### config.mk
export PLATFORM = sky130hd
export DESIGN_NAME = dli_irq_unit
export DESIGN_NICKNAME = d
export VERILOG_FILES = /design/src/dli_pkg.sv /design/src/dli_line_if.sv /design/src/dli_line_gen.sv /design/src/dli_pad_ctrl.sv /design/src/dli_irq_unit.sv
export VERILOG_INCLUDE_DIRS = /design/src
export SDC_FILE = /design/constraint.sdc
export NUM_CORES = 1
export LEC_CHECK = 0
export ABC_AREA = 1
export BUFFER_PORTS_ARGS = -buffer_cell sky130_fd_sc_hd__buf_4
export CORE_MARGIN = 4
export CORE_UTILIZATION = 52
export DETAILED_ROUTE_END_ITERATION = 10
export GPL_ROUTABILITY_DRIVEN = 0
export GPL_TIMING_DRIVEN = 0
export HOLD_SLACK_MARGIN = 0.12
export PLACE_DENSITY = 0.78
export REMOVE_ABC_BUFFERS = 1
export SLEW_MARGIN = 20
export SYNTH_ARGS = -nofsm -noshare
export SYNTH_HDL_FRONTEND = slang
export SYNTH_SLANG_ARGS = --single-unit
### constraint.sdc
create_clock -name clk_in -period 2 [get_ports clk_in]
set_input_delay 0.3 -clock clk_in [delete_from_list [all_inputs] [get_ports clk_in]]
set_output_delay 0.3 -clock clk_in [all_outputs]
set_load 0.005 [all_outputs]
### src/dli_consts.svh
`ifndef DLI_CONSTS_SVH
`define DLI_CONSTS_SVH

// Register offsets on the internal register port.
`define DLI_OFF_OUT_CFG 8'h00
`define DLI_OFF_MODE_TMO 8'h01
`define DLI_OFF_LIVE_STS 8'h02
`define DLI_OFF_LAT_A 8'h03
`define DLI_OFF_LAT_B 8'h04
`define DLI_OFF_MASK_A 8'h05
`define DLI_OFF_MASK_B 8'h06
`define DLI_OFF_FUSE_STS 8'h07
`define DLI_OFF_REV 8'h08
`define DLI_OFF_SERIAL0 8'h09
`define DLI_OFF_SERIAL5 8'h0e

// Field positions in the output configuration register.
`define DLI_CFG_EN_A 0
`define DLI_CFG_EN_B 1
`define DLI_CFG_OD_A 2
`define DLI_CFG_OD_B 3
`define DLI_CFG_HI_A 4
`define DLI_CFG_HI_B 5

// Field positions in the mode and timeout register.
`define DLI_TMO_MODE_A_LSB 0
`define DLI_TMO_MODE_B_LSB 2
`define DLI_TMO_W1C 4
`define DLI_TMO_CODE_LSB 5

// Event source bit positions.
`define DLI_SRC_DATA_READY 0
`define DLI_SRC_RATE_AND 1
`define DLI_SRC_QUEUE_EMPTY 2
`define DLI_SRC_RATE_OR 3
`define DLI_SRC_QUEUE_LEVEL 4
`define DLI_SRC_SYNC_PIN 5
`define DLI_SRC_QUEUE_OVERFLOW 6
`define DLI_SRC_FUSE_LOADING 7

// Reset values.
`define DLI_RST_BYTE 8'h00
`define DLI_RST_TMO_CNT 10'h000

// Timing: one timeout step and the clock period, both in ns.
`define DLI_TMO_UNIT_NS 1000
`define DLI_CLK_PERIOD_NS 10
`define DLI_TMO_UNIT_CYC ((`DLI_TMO_UNIT_NS + `DLI_CLK_PERIOD_NS - 1) / `DLI_CLK_PERIOD_NS)

`endif

### src/dli_pkg.sv
package dli_pkg;

	// Operating mode of one interrupt line.
	typedef enum logic [1:0] {
		DLI_MODE_UNLATCHED = 2'b00,
		DLI_MODE_LATCHED = 2'b01,
		DLI_MODE_TIMED = 2'b10,
		DLI_MODE_SPARE = 2'b11
	} dli_mode_type;

	// Outcome of the fuse download.
	typedef enum logic [1:0] {
		DLI_FUSE_NONE = 2'b00,
		DLI_FUSE_OK_CORRECTED = 2'b01,
		DLI_FUSE_OK_RETRIED = 2'b10,
		DLI_FUSE_ERRORS = 2'b11
	} dli_fuse_type;

	typedef logic [7:0] dli_byte_type;
	typedef logic [9:0] dli_tmo_type;

endpackage

### src/dli_line_if.sv
`timescale 1ns/1ps

// Signals between the register block and one interrupt line generator.
interface dli_line_if;
	import dli_pkg::*;
	dli_mode_type mode;
	dli_byte_type mask;
	dli_byte_type live;
	dli_byte_type clr;
	dli_tmo_type tmo_cycles;
	dli_byte_type lat;
	logic act;
	modport gen (input mode, input mask, input live, input clr, input tmo_cycles, output lat, output act);
	modport ctl (output mode, output mask, output live, output clr, output tmo_cycles, input lat, input act);
endinterface

### src/dli_line_gen.sv
`timescale 1ns/1ps
`include "dli_consts.svh"

module dli_line_gen (
	// Clock and control.
	input wire logic clk_in,
	input wire logic rst_n_in,
	input wire logic ce_in,
	// Line configuration and status.
	dli_line_if.gen lif
);
	import dli_pkg::*;

	logic [7:0] live_prev_reg;
	logic [7:0] lat_reg;
	logic [7:0] lat_next;
	logic [9:0] tmo_reg;
	logic [9:0] tmo_next;

	// Decode of mode and new events.
	wire is_latched = (lif.mode == DLI_MODE_LATCHED);
	wire is_timed = (lif.mode == DLI_MODE_TIMED);
	wire [7:0] rise = lif.live & ~live_prev_reg;
	wire masked_rise = |(rise & lif.mask);

	// Latched bits: a new event wins over a clear in the same cycle; zero outside latched mode.
	assign lat_next = is_latched ? ((lat_reg & ~lif.clr) | rise) : `DLI_RST_BYTE;

	// Timed mode reloads on every enabled event and counts down to release.
	assign tmo_next = !is_timed ? `DLI_RST_TMO_CNT :
		masked_rise ? lif.tmo_cycles :
		(tmo_reg != `DLI_RST_TMO_CNT) ? tmo_reg - 10'h001 : `DLI_RST_TMO_CNT;

	// Line request per mode: live or latched bits gated by the mask, or the timer, which only masked events reload.
	assign lif.act = is_latched ? |(lat_reg & lif.mask) :
		is_timed ? (tmo_reg != `DLI_RST_TMO_CNT) :
		|(lif.live & lif.mask);
	assign lif.lat = lat_reg;

	// State update, frozen while the clock enable is low.
	always_ff @(posedge clk_in) begin
		if (!rst_n_in) begin
			live_prev_reg <= `DLI_RST_BYTE;
			lat_reg <= `DLI_RST_BYTE;
			tmo_reg <= `DLI_RST_TMO_CNT;
		end else if (ce_in) begin
			live_prev_reg <= lif.live;
			lat_reg <= lat_next;
			tmo_reg <= tmo_next;
		end
	end
endmodule

### src/dli_pad_ctrl.sv
`timescale 1ns/1ps

module dli_pad_ctrl (
	// Clock and control.
	input wire logic clk_in,
	input wire logic rst_n_in,
	input wire logic ce_in,
	// Configuration and request.
	input wire logic enable_in,
	input wire logic open_drain_in,
	input wire logic active_high_in,
	input wire logic act_in,
	// Pad.
	output logic level_out,
	output logic oe_out
);
	// A disabled line never asserts, whatever the mask holds.
	wire asserted = enable_in & act_in;
	wire level_next = asserted ? active_high_in : ~active_high_in;
	wire oe_next = open_drain_in ? asserted : 1'b1;

	// Pad flops; after reset the line is released (open-drain style, low level).
	always_ff @(posedge clk_in) begin
		if (!rst_n_in) begin
			level_out <= 1'b0;
			oe_out <= 1'b0;
		end else if (ce_in) begin
			level_out <= level_next;
			oe_out <= oe_next;
		end
	end
endmodule

### src/dli_irq_unit.sv
`timescale 1ns/1ps
`include "dli_consts.svh"

// Contract
// - A disabled line stays inactive regardless of its mask.
// - Per-line enable, push-pull or open-drain drive, and selectable active level.
// - Each line runs un-latched, latched or timed.
// - Status clears on read or per bit by writing one.
// - One live status register is shared by both lines.
// - An un-latched line is driven straight from live status bits.
// - Live status keeps tracking sources even when lines are latched.
// - Line A latched bits clear on read or by writing ones.
// - Line B latched bits clear on read or by writing ones.
// - Line A latched bits stay zero when not in latched mode.
// - Line B latched bits stay zero when not in latched mode.
// - Latched registers carry the eight documented event sources.
// - A source with mask bit zero never asserts the line.
// - Line B mask selects which line B bits assert line B.
// - Masks may hold any number of set bits; host reads status.
// - Fuse status encodes corrected, retried and error outcomes.
// - Six read-only registers hold a unique part identifier.
// - All registers stay accessible during power-down.
module dli_irq_unit #(
	parameter logic [7:0] REVISION = 8'h01, // Arbitrary value.
	parameter logic [47:0] UNIT_ID = 48'h0123_4567_89ab // Arbitrary value.
) (
	// Clock, reset and clock enable.
	input wire logic clk_in,
	input wire logic rst_n_in,
	input wire logic ce_in,
	// Power state, which does not affect register access.
	input wire logic power_down_in,
	// Event sources from same-clock logic.
	input wire dli_pkg::dli_byte_type sources_in,
	input wire dli_pkg::dli_fuse_type fuse_status_in,
	// Register port from the serial host interface.
	input wire logic [7:0] reg_addr_in,
	input wire logic reg_wr_in,
	input wire logic reg_rd_in,
	input wire dli_pkg::dli_byte_type reg_wdata_in,
	output dli_pkg::dli_byte_type reg_rdata_out,
	output logic reg_rvalid_out,
	// Interrupt pads.
	output logic irq_line_a_out,
	output logic irq_line_a_oe_out,
	output logic irq_line_b_out,
	output logic irq_line_b_oe_out
);
	import dli_pkg::*;

	dli_byte_type cfg_reg;
	dli_byte_type mode_tmo_reg;
	dli_byte_type mask_a_reg;
	dli_byte_type mask_b_reg;
	dli_byte_type live_reg;
	dli_byte_type rdata_next;
	dli_line_if line_a_if ();
	dli_line_if line_b_if ();

	// Address decode. Power-down has no term here, so access is never blocked.
	wire hit_cfg = (reg_addr_in == `DLI_OFF_OUT_CFG);
	wire hit_mode = (reg_addr_in == `DLI_OFF_MODE_TMO);
	wire hit_live = (reg_addr_in == `DLI_OFF_LIVE_STS);
	wire hit_lat_a = (reg_addr_in == `DLI_OFF_LAT_A);
	wire hit_lat_b = (reg_addr_in == `DLI_OFF_LAT_B);
	wire hit_mask_a = (reg_addr_in == `DLI_OFF_MASK_A);
	wire hit_mask_b = (reg_addr_in == `DLI_OFF_MASK_B);
	wire hit_fuse = (reg_addr_in == `DLI_OFF_FUSE_STS);
	wire hit_rev = (reg_addr_in == `DLI_OFF_REV);
	wire hit_serial = (reg_addr_in >= `DLI_OFF_SERIAL0) && (reg_addr_in <= `DLI_OFF_SERIAL5);
	wire [2:0] serial_idx = 3'(reg_addr_in - `DLI_OFF_SERIAL0);
	wire [7:0] serial_byte = UNIT_ID[{serial_idx, 3'b000} +: 8];

	// Clearing policy: a read clears the whole register, or written ones clear bits.
	wire w1c_policy = mode_tmo_reg[`DLI_TMO_W1C];
	wire [7:0] clr_a = (!w1c_policy && reg_rd_in && hit_lat_a) ? 8'hff :
		(w1c_policy && reg_wr_in && hit_lat_a) ? reg_wdata_in : 8'h00;
	wire [7:0] clr_b = (!w1c_policy && reg_rd_in && hit_lat_b) ? 8'hff :
		(w1c_policy && reg_wr_in && hit_lat_b) ? reg_wdata_in : 8'h00;

	// Timeout length in cycles: code plus one, times one timeout step.
	wire [2:0] tmo_code = mode_tmo_reg[`DLI_TMO_CODE_LSB +: 3];
	wire [9:0] tmo_cycles = 10'(({7'h00, tmo_code} + 10'h001) * 10'(`DLI_TMO_UNIT_CYC));

	// Connections to line A; masks may hold any pattern of ones.
	assign line_a_if.mode = dli_mode_type'(mode_tmo_reg[`DLI_TMO_MODE_A_LSB +: 2]);
	assign line_a_if.mask = mask_a_reg;
	assign line_a_if.live = live_reg;
	assign line_a_if.clr = clr_a;
	assign line_a_if.tmo_cycles = tmo_cycles;

	// Connections to line B, sharing the same live status.
	assign line_b_if.mode = dli_mode_type'(mode_tmo_reg[`DLI_TMO_MODE_B_LSB +: 2]);
	assign line_b_if.mask = mask_b_reg;
	assign line_b_if.live = live_reg;
	assign line_b_if.clr = clr_b;
	assign line_b_if.tmo_cycles = tmo_cycles;

	// Read data selection; unmapped addresses read as zero.
	assign rdata_next = hit_cfg ? cfg_reg :
		hit_mode ? mode_tmo_reg :
		hit_live ? live_reg :
		hit_lat_a ? line_a_if.lat :
		hit_lat_b ? line_b_if.lat :
		hit_mask_a ? mask_a_reg :
		hit_mask_b ? mask_b_reg :
		hit_fuse ? {6'h00, fuse_status_in} :
		hit_rev ? REVISION :
		hit_serial ? serial_byte : 8'h00;

	// Live status follows the sources in every mode.
	always_ff @(posedge clk_in) begin
		if (!rst_n_in) begin
			live_reg <= `DLI_RST_BYTE;
		end else if (ce_in) begin
			live_reg <= sources_in;
		end
	end

	// Writable registers.
	always_ff @(posedge clk_in) begin
		if (!rst_n_in) begin
			cfg_reg <= `DLI_RST_BYTE;
			mode_tmo_reg <= `DLI_RST_BYTE;
			mask_a_reg <= `DLI_RST_BYTE;
			mask_b_reg <= `DLI_RST_BYTE;
		end else if (ce_in && reg_wr_in) begin
			if (hit_cfg) begin
				cfg_reg <= reg_wdata_in;
			end
			if (hit_mode) begin
				mode_tmo_reg <= reg_wdata_in;
			end
			if (hit_mask_a) begin
				mask_a_reg <= reg_wdata_in;
			end
			if (hit_mask_b) begin
				mask_b_reg <= reg_wdata_in;
			end
		end
	end

	// Read data register; it captures the value before any read-clear takes effect.
	always_ff @(posedge clk_in) begin
		if (!rst_n_in) begin
			reg_rdata_out <= `DLI_RST_BYTE;
			reg_rvalid_out <= 1'b0;
		end else if (ce_in) begin
			reg_rvalid_out <= reg_rd_in;
			if (reg_rd_in) begin
				reg_rdata_out <= rdata_next;
			end
		end
	end

	// Line A generator.
	dli_line_gen u_gen_a (
		.clk_in(clk_in),
		.rst_n_in(rst_n_in),
		.ce_in(ce_in),
		.lif(line_a_if.gen)
	);

	// Line B generator.
	dli_line_gen u_gen_b (
		.clk_in(clk_in),
		.rst_n_in(rst_n_in),
		.ce_in(ce_in),
		.lif(line_b_if.gen)
	);

	// Line A pad with enable, drive type and polarity.
	dli_pad_ctrl u_pad_a (
		.clk_in(clk_in),
		.rst_n_in(rst_n_in),
		.ce_in(ce_in),
		.enable_in(cfg_reg[`DLI_CFG_EN_A]),
		.open_drain_in(cfg_reg[`DLI_CFG_OD_A]),
		.active_high_in(cfg_reg[`DLI_CFG_HI_A]),
		.act_in(line_a_if.act),
		.level_out(irq_line_a_out),
		.oe_out(irq_line_a_oe_out)
	);

	// Line B pad with enable, drive type and polarity.
	dli_pad_ctrl u_pad_b (
		.clk_in(clk_in),
		.rst_n_in(rst_n_in),
		.ce_in(ce_in),
		.enable_in(cfg_reg[`DLI_CFG_EN_B]),
		.open_drain_in(cfg_reg[`DLI_CFG_OD_B]),
		.active_high_in(cfg_reg[`DLI_CFG_HI_B]),
		.act_in(line_b_if.act),
		.level_out(irq_line_b_out),
		.oe_out(irq_line_b_oe_out)
	);
endmodule

==> flow_metrics.tcl, run 1 <==
set metrics [dict create \
    outcome "finished with violations" \
    failed_checks "setup timing" \
    arrival_time_worst_endpoint_ns 2.38 \
    count_of_final_setup_violators 1 \
    clock_sink_count 97 \
    synthCells 826 \
    drt_first_pass_iters 5 \
    final_net_count 909 \
    path_class "reg -> reg" \
    post_synth.cell_area_avg_um2 6.70 \
    port_buffer_cells 43 \
    netlist-cell-type-count 42 \
    grt_first_pass_wirelength_um 25500 \
    detailedRoute.firstIterationViolations 690 \
    io-pin-count 45 \
    net_switching_power_mw 0.979 \
    clock_power_share 0.349 \
    post_route_cells_drive_above_1_share 0.154 \
    max_stage_delay_ns 0.38 \
    insertedDiodeCount 0 \
    final_min_period_over_clock_period 1.04 \
    pwr-share-seq 0.566 \
    coreArea_um2 10400 \
    clock_insertion_delay_worst_skew_ns 0.39 \
    std_cell_rows 37 \
    numPlacedInstances 974 \
    layout_commonest_cell "nand2_1" \
    critical-path-slowest-cell "dfxtp_4" \
    power.switching_fraction 0.279 \
    maxCapViolations 0 \
    fmaxAchievable_mhz 481 \
    timing.critical_path.from_type "flop" \
    worst_hold_path_type "in -> reg" \
    clk_path_buf_depth 2 \
    cts_tree "done" \
    worstSetupEndpointType "flop" \
    cellInternalPower_mw 2.53 \
    mappedNetlistArea_um2 5540 \
    finalHoldViolCount 0 \
    root_buffer "clkbuf_8" \
    starting_density 0.534 \
    pin_count_of_the_biggest_net_entering_global_routing 54 \
    final_core_util 0.617 \
    crit_path_max_fanout 6 \
    totalNegativeSetupSlack_ns -0.0798 \
    cts_made_buffers 9 \
    drv_slew 0 \
    track_usage 0.250 \
    fin_skew_ns 0.0135 \
    finalHoldWorstSlack_ns 0.140 \
    route.detailed.wl_per_inst_um 16.1 \
    cp_cell_sequence "ha_4 > xnor2_4 > inv_2 > ha_4 > nand2_2 > o21ai_2 > nand2_4 > xor2_2 > a21oi_1 > o21ai_1 > a21oi_1" \
    grt_setup_unrepaired "yes" \
    totalPowerFinal_mw 3.51 \
    dieHeight_um 111 \
    post-route-drc-count 0 \
    clkSlewWorstSetupHoldPaths_ns 0.10 \
    post_drt_antenna_nets 0 \
    final.setup.worst_slack_ns -0.0798 \
    postSynthRegisterBits 97 \
    floorplan.die.width_um 111 \
    pwr-share-comb 0.084 \
    antenna_violations_before_repair 0 \
    postRouteWirelength_um 16100 \
    globalRoute.totalOverflow 0 \
    ys_seq_area_frac 0.351 \
    peakVddDrop_v 0.000520 \
    power_density_nw_per_um2 549 \
    final_cells 1004 \
    cts-htree-levels 3 \
    route.vias.total 5760 \
    dpl.hpwl_um 10700 \
    power.static_leakage_nw 2.67 \
    fin_crit_ns 2.08 \
    flow.area_growth_from_synthesis_pct 15.6 \
    via_per_inst 5.74 \
    tightestPinTransition_ns 0.860 \
    worstPathRequired_ns 2.30 \
    most-common-layout-cells "nand2_1 (188), a21oi_1 (134), dfxtp_1 (92)" \
    synth.yosys.warnings 0 \
    slew-limit-headroom 0.425 \
    dieArea_um2 12400 \
    first_global_vias 5103 \
]
## through the flow
step                      instance area, um2  setup slack [ns]
final                                   6400           -0.0798
after global routing                    6400            -0.176
after CTS                               6120            -0.115
after detailed placement                5880            -0.726
after global placement                  5860            -0.906
after floorplan                         5370          0.000961
## power groups by stage
stage	combinational, mW	clock [mW]	sequential (mW)
floorplan	0.151	0	2.02
global placement	0.278	0	2.03
detailed placement	0.285	0	2.03
CTS	0.287	1.23	1.99
global route	0.330	1.30	1.99
finish	0.297	1.23	1.99
## worst max-delay path, delay by kind of cell, from the launching register on
| family | cells | cell delay, ns |
|---|---|---|
| xor+xnor | 2 | 0.43 |
| buf+inv | 1 | 0.08 |
| simple gates | 2 | 0.14 |
| compound gates | 4 | 0.53 |
| fa+ha+maj | 2 | 0.45 |
| flops | 1 | 0.38 |
## cell usage after synthesis
library cell	n	area [um2]
nand2_1	193	724
a21oi_1	136	681
dfxtp_1	97	1940
inv_1	86	323
nor2_1	73	274
o21ai_0	71	355
nand3_1	21	105
clkbuf_1	19	71.3
o22ai_1	16	100
o31ai_1	15	113
ha_1	14	175
xor2_1	11	96.3
xnor2_1	8	70.1
buf_2	6	30.0
nor3_1	6	30.0
o21ai_1	6	30.0
inv_2	5	18.8
buf_6	4	45.0
nor3_4	4	65.1
buf_4	3	22.5
nor3_2	3	30.0
o211ai_1	3	22.5
a31oi_1	2	12.5
nand4_1	2	12.5
nor2_2	2	12.5
nor3b_1	2	15.0
nor4_1	2	12.5
or2_2	2	12.5
a221oi_1	1	8.76
a22o_1	1	8.76
a22oi_1	1	7.51
a2bb2oi_1	1	8.76
a32oi_1	1	8.76
a41oi_1	1	8.76
conb_1	1	3.75
inv_4	1	6.26
nand2_2	1	6.26
nor2_4	1	11.3
nor2_8	1	20.0
nor4_4	1	21.3
o21a_1	1	7.51
o221ai_1	1	8.76
## final cells by class
| class | count | area (um2) |
|---|---|---|
| sequential | 97 | 1950 |
| clock inverter | 6 | 50.0 |
| fill | 967 | 3970 |
| timing repair inverter | 1 | 7.51 |
| inverter | 92 | 352 |
| clock buffer | 10 | 128 |
| timing repair buffer | 57 | 440 |
| multi-input combinational | 605 | 3300 |
| tap | 136 | 170 |
## cell families (layout without fill, tap and decap cells)
logic type	Yosys count	after routing	synth area share
and+or+nand+nor	314	314	0.244
xor gates and xnor gates	19	19	0.0300
buffers and inverters	124	166	0.0933
other	1	1	0.000677
AOI/OAI and AO/OA	257	257	0.249
adders and majority gates	14	14	0.0316
DFF	97	97	0.351
## worst paths after layout
check,start,end,slack [ns],cells after the start
worst max register to register,mode_tmo_reg[5]$_SDFFE_PN0P_,u_gen_a.tmo_reg[9]$_SDFFE_PN0P_,-0.08,11
worst min register to register,u_gen_a.live_prev_reg[0]$_SDFFE_PN0P_,u_gen_a.live_prev_reg[0]$_SDFFE_PN0P_,0.47,2
worst min-delay path,sources_in[0],line_a_if.live[0]$_SDFFE_PN0P_,0.14,3
worst max-delay path,mode_tmo_reg[5]$_SDFFE_PN0P_,u_gen_a.tmo_reg[9]$_SDFFE_PN0P_,-0.08,11
## layer usage
| metal | routed length (um) | global-route usage | vias to the layer above | share of wire |
|---|---|---|---|---|
| li1 | - | - | 2812 | - |
| met1 | 6920 | 0.363 | 2566 | 0.43 |
| met2 | 7050 | 0.375 | 333 | 0.44 |
| met3 | 1730 | 0.0513 | 49 | 0.11 |
| met4 | 418 | 0.0714 | 0 | 0.026 |
| met5 | 0 | 0 | - | 0 |
## repair_timing
action / in CTS / in global routing
hold buffers: 0 / 0
pin swaps: 3 / 15
cloned: 0 / 1
setup endpoints to repair: 47 / 51
resized for setup: 8 / 50
setup buffers: 4 / 9
(Power assumes the default switching activity.)
==> run 2: changes to the inputs <==
--- a/config.mk
+++ b/config.mk
@@ -8,6 +8,7 @@
 export LEC_CHECK = 0
 export ABC_AREA = 1
 export BUFFER_PORTS_ARGS = -buffer_cell sky130_fd_sc_hd__buf_4
+export CORE_ASPECT_RATIO = 1.25
 export CORE_MARGIN = 4
 export CORE_UTILIZATION = 52
 export DETAILED_ROUTE_END_ITERATION = 10
==> run 2 against run 1 <==
Effect of this change: the flow still finishes with violations (setup timing); clock-buffer cell count is the same; via count up 4.5%; critical path depth unchanged; maximum frequency grew 1.5%; utilization grew 2.1 points; die area barely moved; first-iteration DRC count up 22%; worst hold slack improved by 0.031 ns; sequential power is essentially flat; routed wire length grew 5.4%; clock power up 45%; largest cell class unchanged.
==> flow_metrics.tcl, run 2 (synthesis gave the netlist of run 1 again) <==
set metrics [dict create \
    tightestPinTransition_ns 0.854 \
    worstHoldPathCells 3 \
    port_buffer_cells 43 \
    fmaxAchievable_mhz 488 \
    clock_power_share 0.436 \
    drv_slew 0 \
    postRouteWirelength_um 17000 \
    first_global_vias 5556 \
    critical_path.most_common_cell "a21oi_1" \
    std_cell_rows 41 \
    cp_cell_sequence "buf_12 > ha_4 > inv_1 > ha_2 > nand2_2 > o21ai_4 > nand2_4 > xor2_2 > a21oi_1 > nand2_1 > a21oi_1" \
    detailedRoute.firstIterationViolations 843 \
    coreArea_um2 10300 \
    post_drt_antenna_nets 0 \
    insertedDiodeCount 0 \
    grt_setup_unrepaired "yes" \
    critical-path-slowest-cell "dfxtp_4" \
    clock_sink_count 97 \
    slew-limit-headroom 0.430 \
    antenna_violations_before_repair 0 \
    drt_first_pass_iters 7 \
    dpl.hpwl_um 11300 \
    fin_crit_ns 2.05 \
    starting_density 0.540 \
    post-route-drc-count 0 \
    peakVddDrop_v 0.000538 \
    cts_tree "done" \
    outcome "finished with violations" \
    crit_path_max_fanout 4 \
    max_stage_delay_ns 0.37 \
    timing.critical_path.from_type "flop" \
    power.switching_fraction 0.245 \
    final_core_util 0.639 \
    power_density_nw_per_um2 621 \
    failed_checks "setup timing" \
    count_of_final_setup_violators 2 \
    power.static_leakage_nw 2.78 \
    filler_cell_count 898 \
    reg2regPathDepth 11 \
    final_net_count 916 \
    arrival_time_worst_endpoint_ns 2.30 \
    fin_skew_ns 0.00511 \
    root_buffer "clkbuf_16" \
    post_route_cells_drive_above_1_share 0.158 \
    cts-htree-levels 3 \
    maxCapViolations 0 \
    net_switching_power_mw 0.997 \
    route.vias.total 6020 \
    cellInternalPower_mw 3.07 \
    most-common-layout-cells "nand2_1 (187), a21oi_1 (136), dfxtp_1 (94)" \
    pin_count_of_the_biggest_net_entering_global_routing 54 \
    globalRoute.totalOverflow 0 \
    pwr-share-seq 0.488 \
    clock_insertion_delay_worst_skew_ns 0.35 \
    route.detailed.wl_per_inst_um 16.9 \
    worstPathRequired_ns 2.25 \
    track_usage 0.268 \
    clkSlewWorstSetupHoldPaths_ns 0.07 \
    io-pin-count 45 \
    worst_hold_path_type "in -> reg" \
    cts_made_buffers 9 \
    finalHoldViolCount 0 \
    pwr-share-comb 0.075 \
    flow.area_growth_from_synthesis_pct 18.3 \
    totalPowerFinal_mw 4.07 \
    layout_commonest_cell "nand2_1" \
    floorplan.die.width_um 100 \
    grt_first_pass_wirelength_um 26600 \
    final.setup.worst_slack_ns -0.0482 \
    dieArea_um2 12400 \
    final_min_period_over_clock_period 1.02 \
    dieHeight_um 123 \
    worstSetupEndpointType "flop" \
    via_per_inst 6.00 \
    path_class "reg -> reg" \
    clk_path_buf_depth 2 \
]
==> run 2: changes by cell type in the layout (fill, tap and decap cells not counted), sizes merged <==
cell,previous run,this run
inv,94,93
buf,57,65
bufinv,0,1
clkinvlp,4,2
clkinv,1,2
==> run 2: worst max-delay path: cells and delay by family (launching register included) <==
| kind | cells | cell delay [ns] |
|---|---|---|
| adder cells (fa/ha/maj) | 2 | 0.59 |
| AO/OA/AOI/OAI | 3 | 0.39 |
| flip-flops | 1 | 0.37 |
| AND/OR/NAND/NOR | 3 | 0.23 |
| buffers and inverters | 2 | 0.19 |
| XOR/XNOR | 1 | 0.19 |
==> run 2: power groups by stage <==
| stage | clock, mW | combinational [mW] | sequential [mW] |
|---|---|---|---|
| finish | 1.78 | 0.305 | 1.99 |
| global route | 1.87 | 0.335 | 1.99 |
| CTS | 1.79 | 0.295 | 1.99 |
| detailed placement | 0 | 0.291 | 2.03 |
| global placement | 0 | 0.278 | 2.03 |
| floorplan | 0 | 0.151 | 2.02 |
==> run 2: final timing paths <==
check	endpoint	slack, ns	start
min reg2reg	u_gen_a.live_prev_reg[4]$_SDFFE_PN0P_	0.45	u_gen_a.live_prev_reg[4]$_SDFFE_PN0P_
max reg2reg	u_gen_b.tmo_reg[9]$_SDFFE_PN0P_	-0.05	mode_tmo_reg[6]$_SDFFE_PN0P_
min	line_a_if.live[2]$_SDFFE_PN0P_	0.17	sources_in[2]
max	u_gen_b.tmo_reg[9]$_SDFFE_PN0P_	-0.05	mode_tmo_reg[6]$_SDFFE_PN0P_
==> run 2: metrics by stage <==
step | hold slack, ns | setup TNS (ns) | cells | setup WS (ns) | area, um2
after global placement | 0.445 | -38.96 | 966 | -0.915 | 5850
after detailed placement | 0.446 | -26.90 | 967 | -0.691 | 5870
after floorplan | 0.389 | 0 | 794 | 0.000961 | 5370
after global routing | 0.171 | -0.382 | 1004 | -0.124 | 6550
after CTS | 0.175 | -0.00500 | 991 | -0.00500 | 6300
final | 0.171 | -0.0929 | 1004 | -0.0482 | 6550
==> run 2: area by class of cell <==
class                      instances  area, um2  share of cell area
clock buffer                      10        239              0.0365
clock inverter                     6       65.1             0.00993
inverter                          92        354              0.0540
multi-input combinational        605       3270               0.499
sequential                        97       1950               0.298
tap                              129        161              0.0246
timing repair buffer              65        513              0.0783
==> run 2: per-layer routing <==
metal	GRT usage	vias to the layer above	share of wire
li1	-	2822	-
met1	0.336	2720	0.39
met2	0.433	408	0.47
met3	0.0530	70	0.10
met4	0.143	0	0.045
met5	0	-	0
==> run 2: repair_timing <==
action | in CTS | in global routing
setup buffers | 8 | 13
resized for setup | 15 | 37
hold buffers | 0 | 0
endpoints found under the setup margin | 55 | 48
pin swaps | 3 | 12
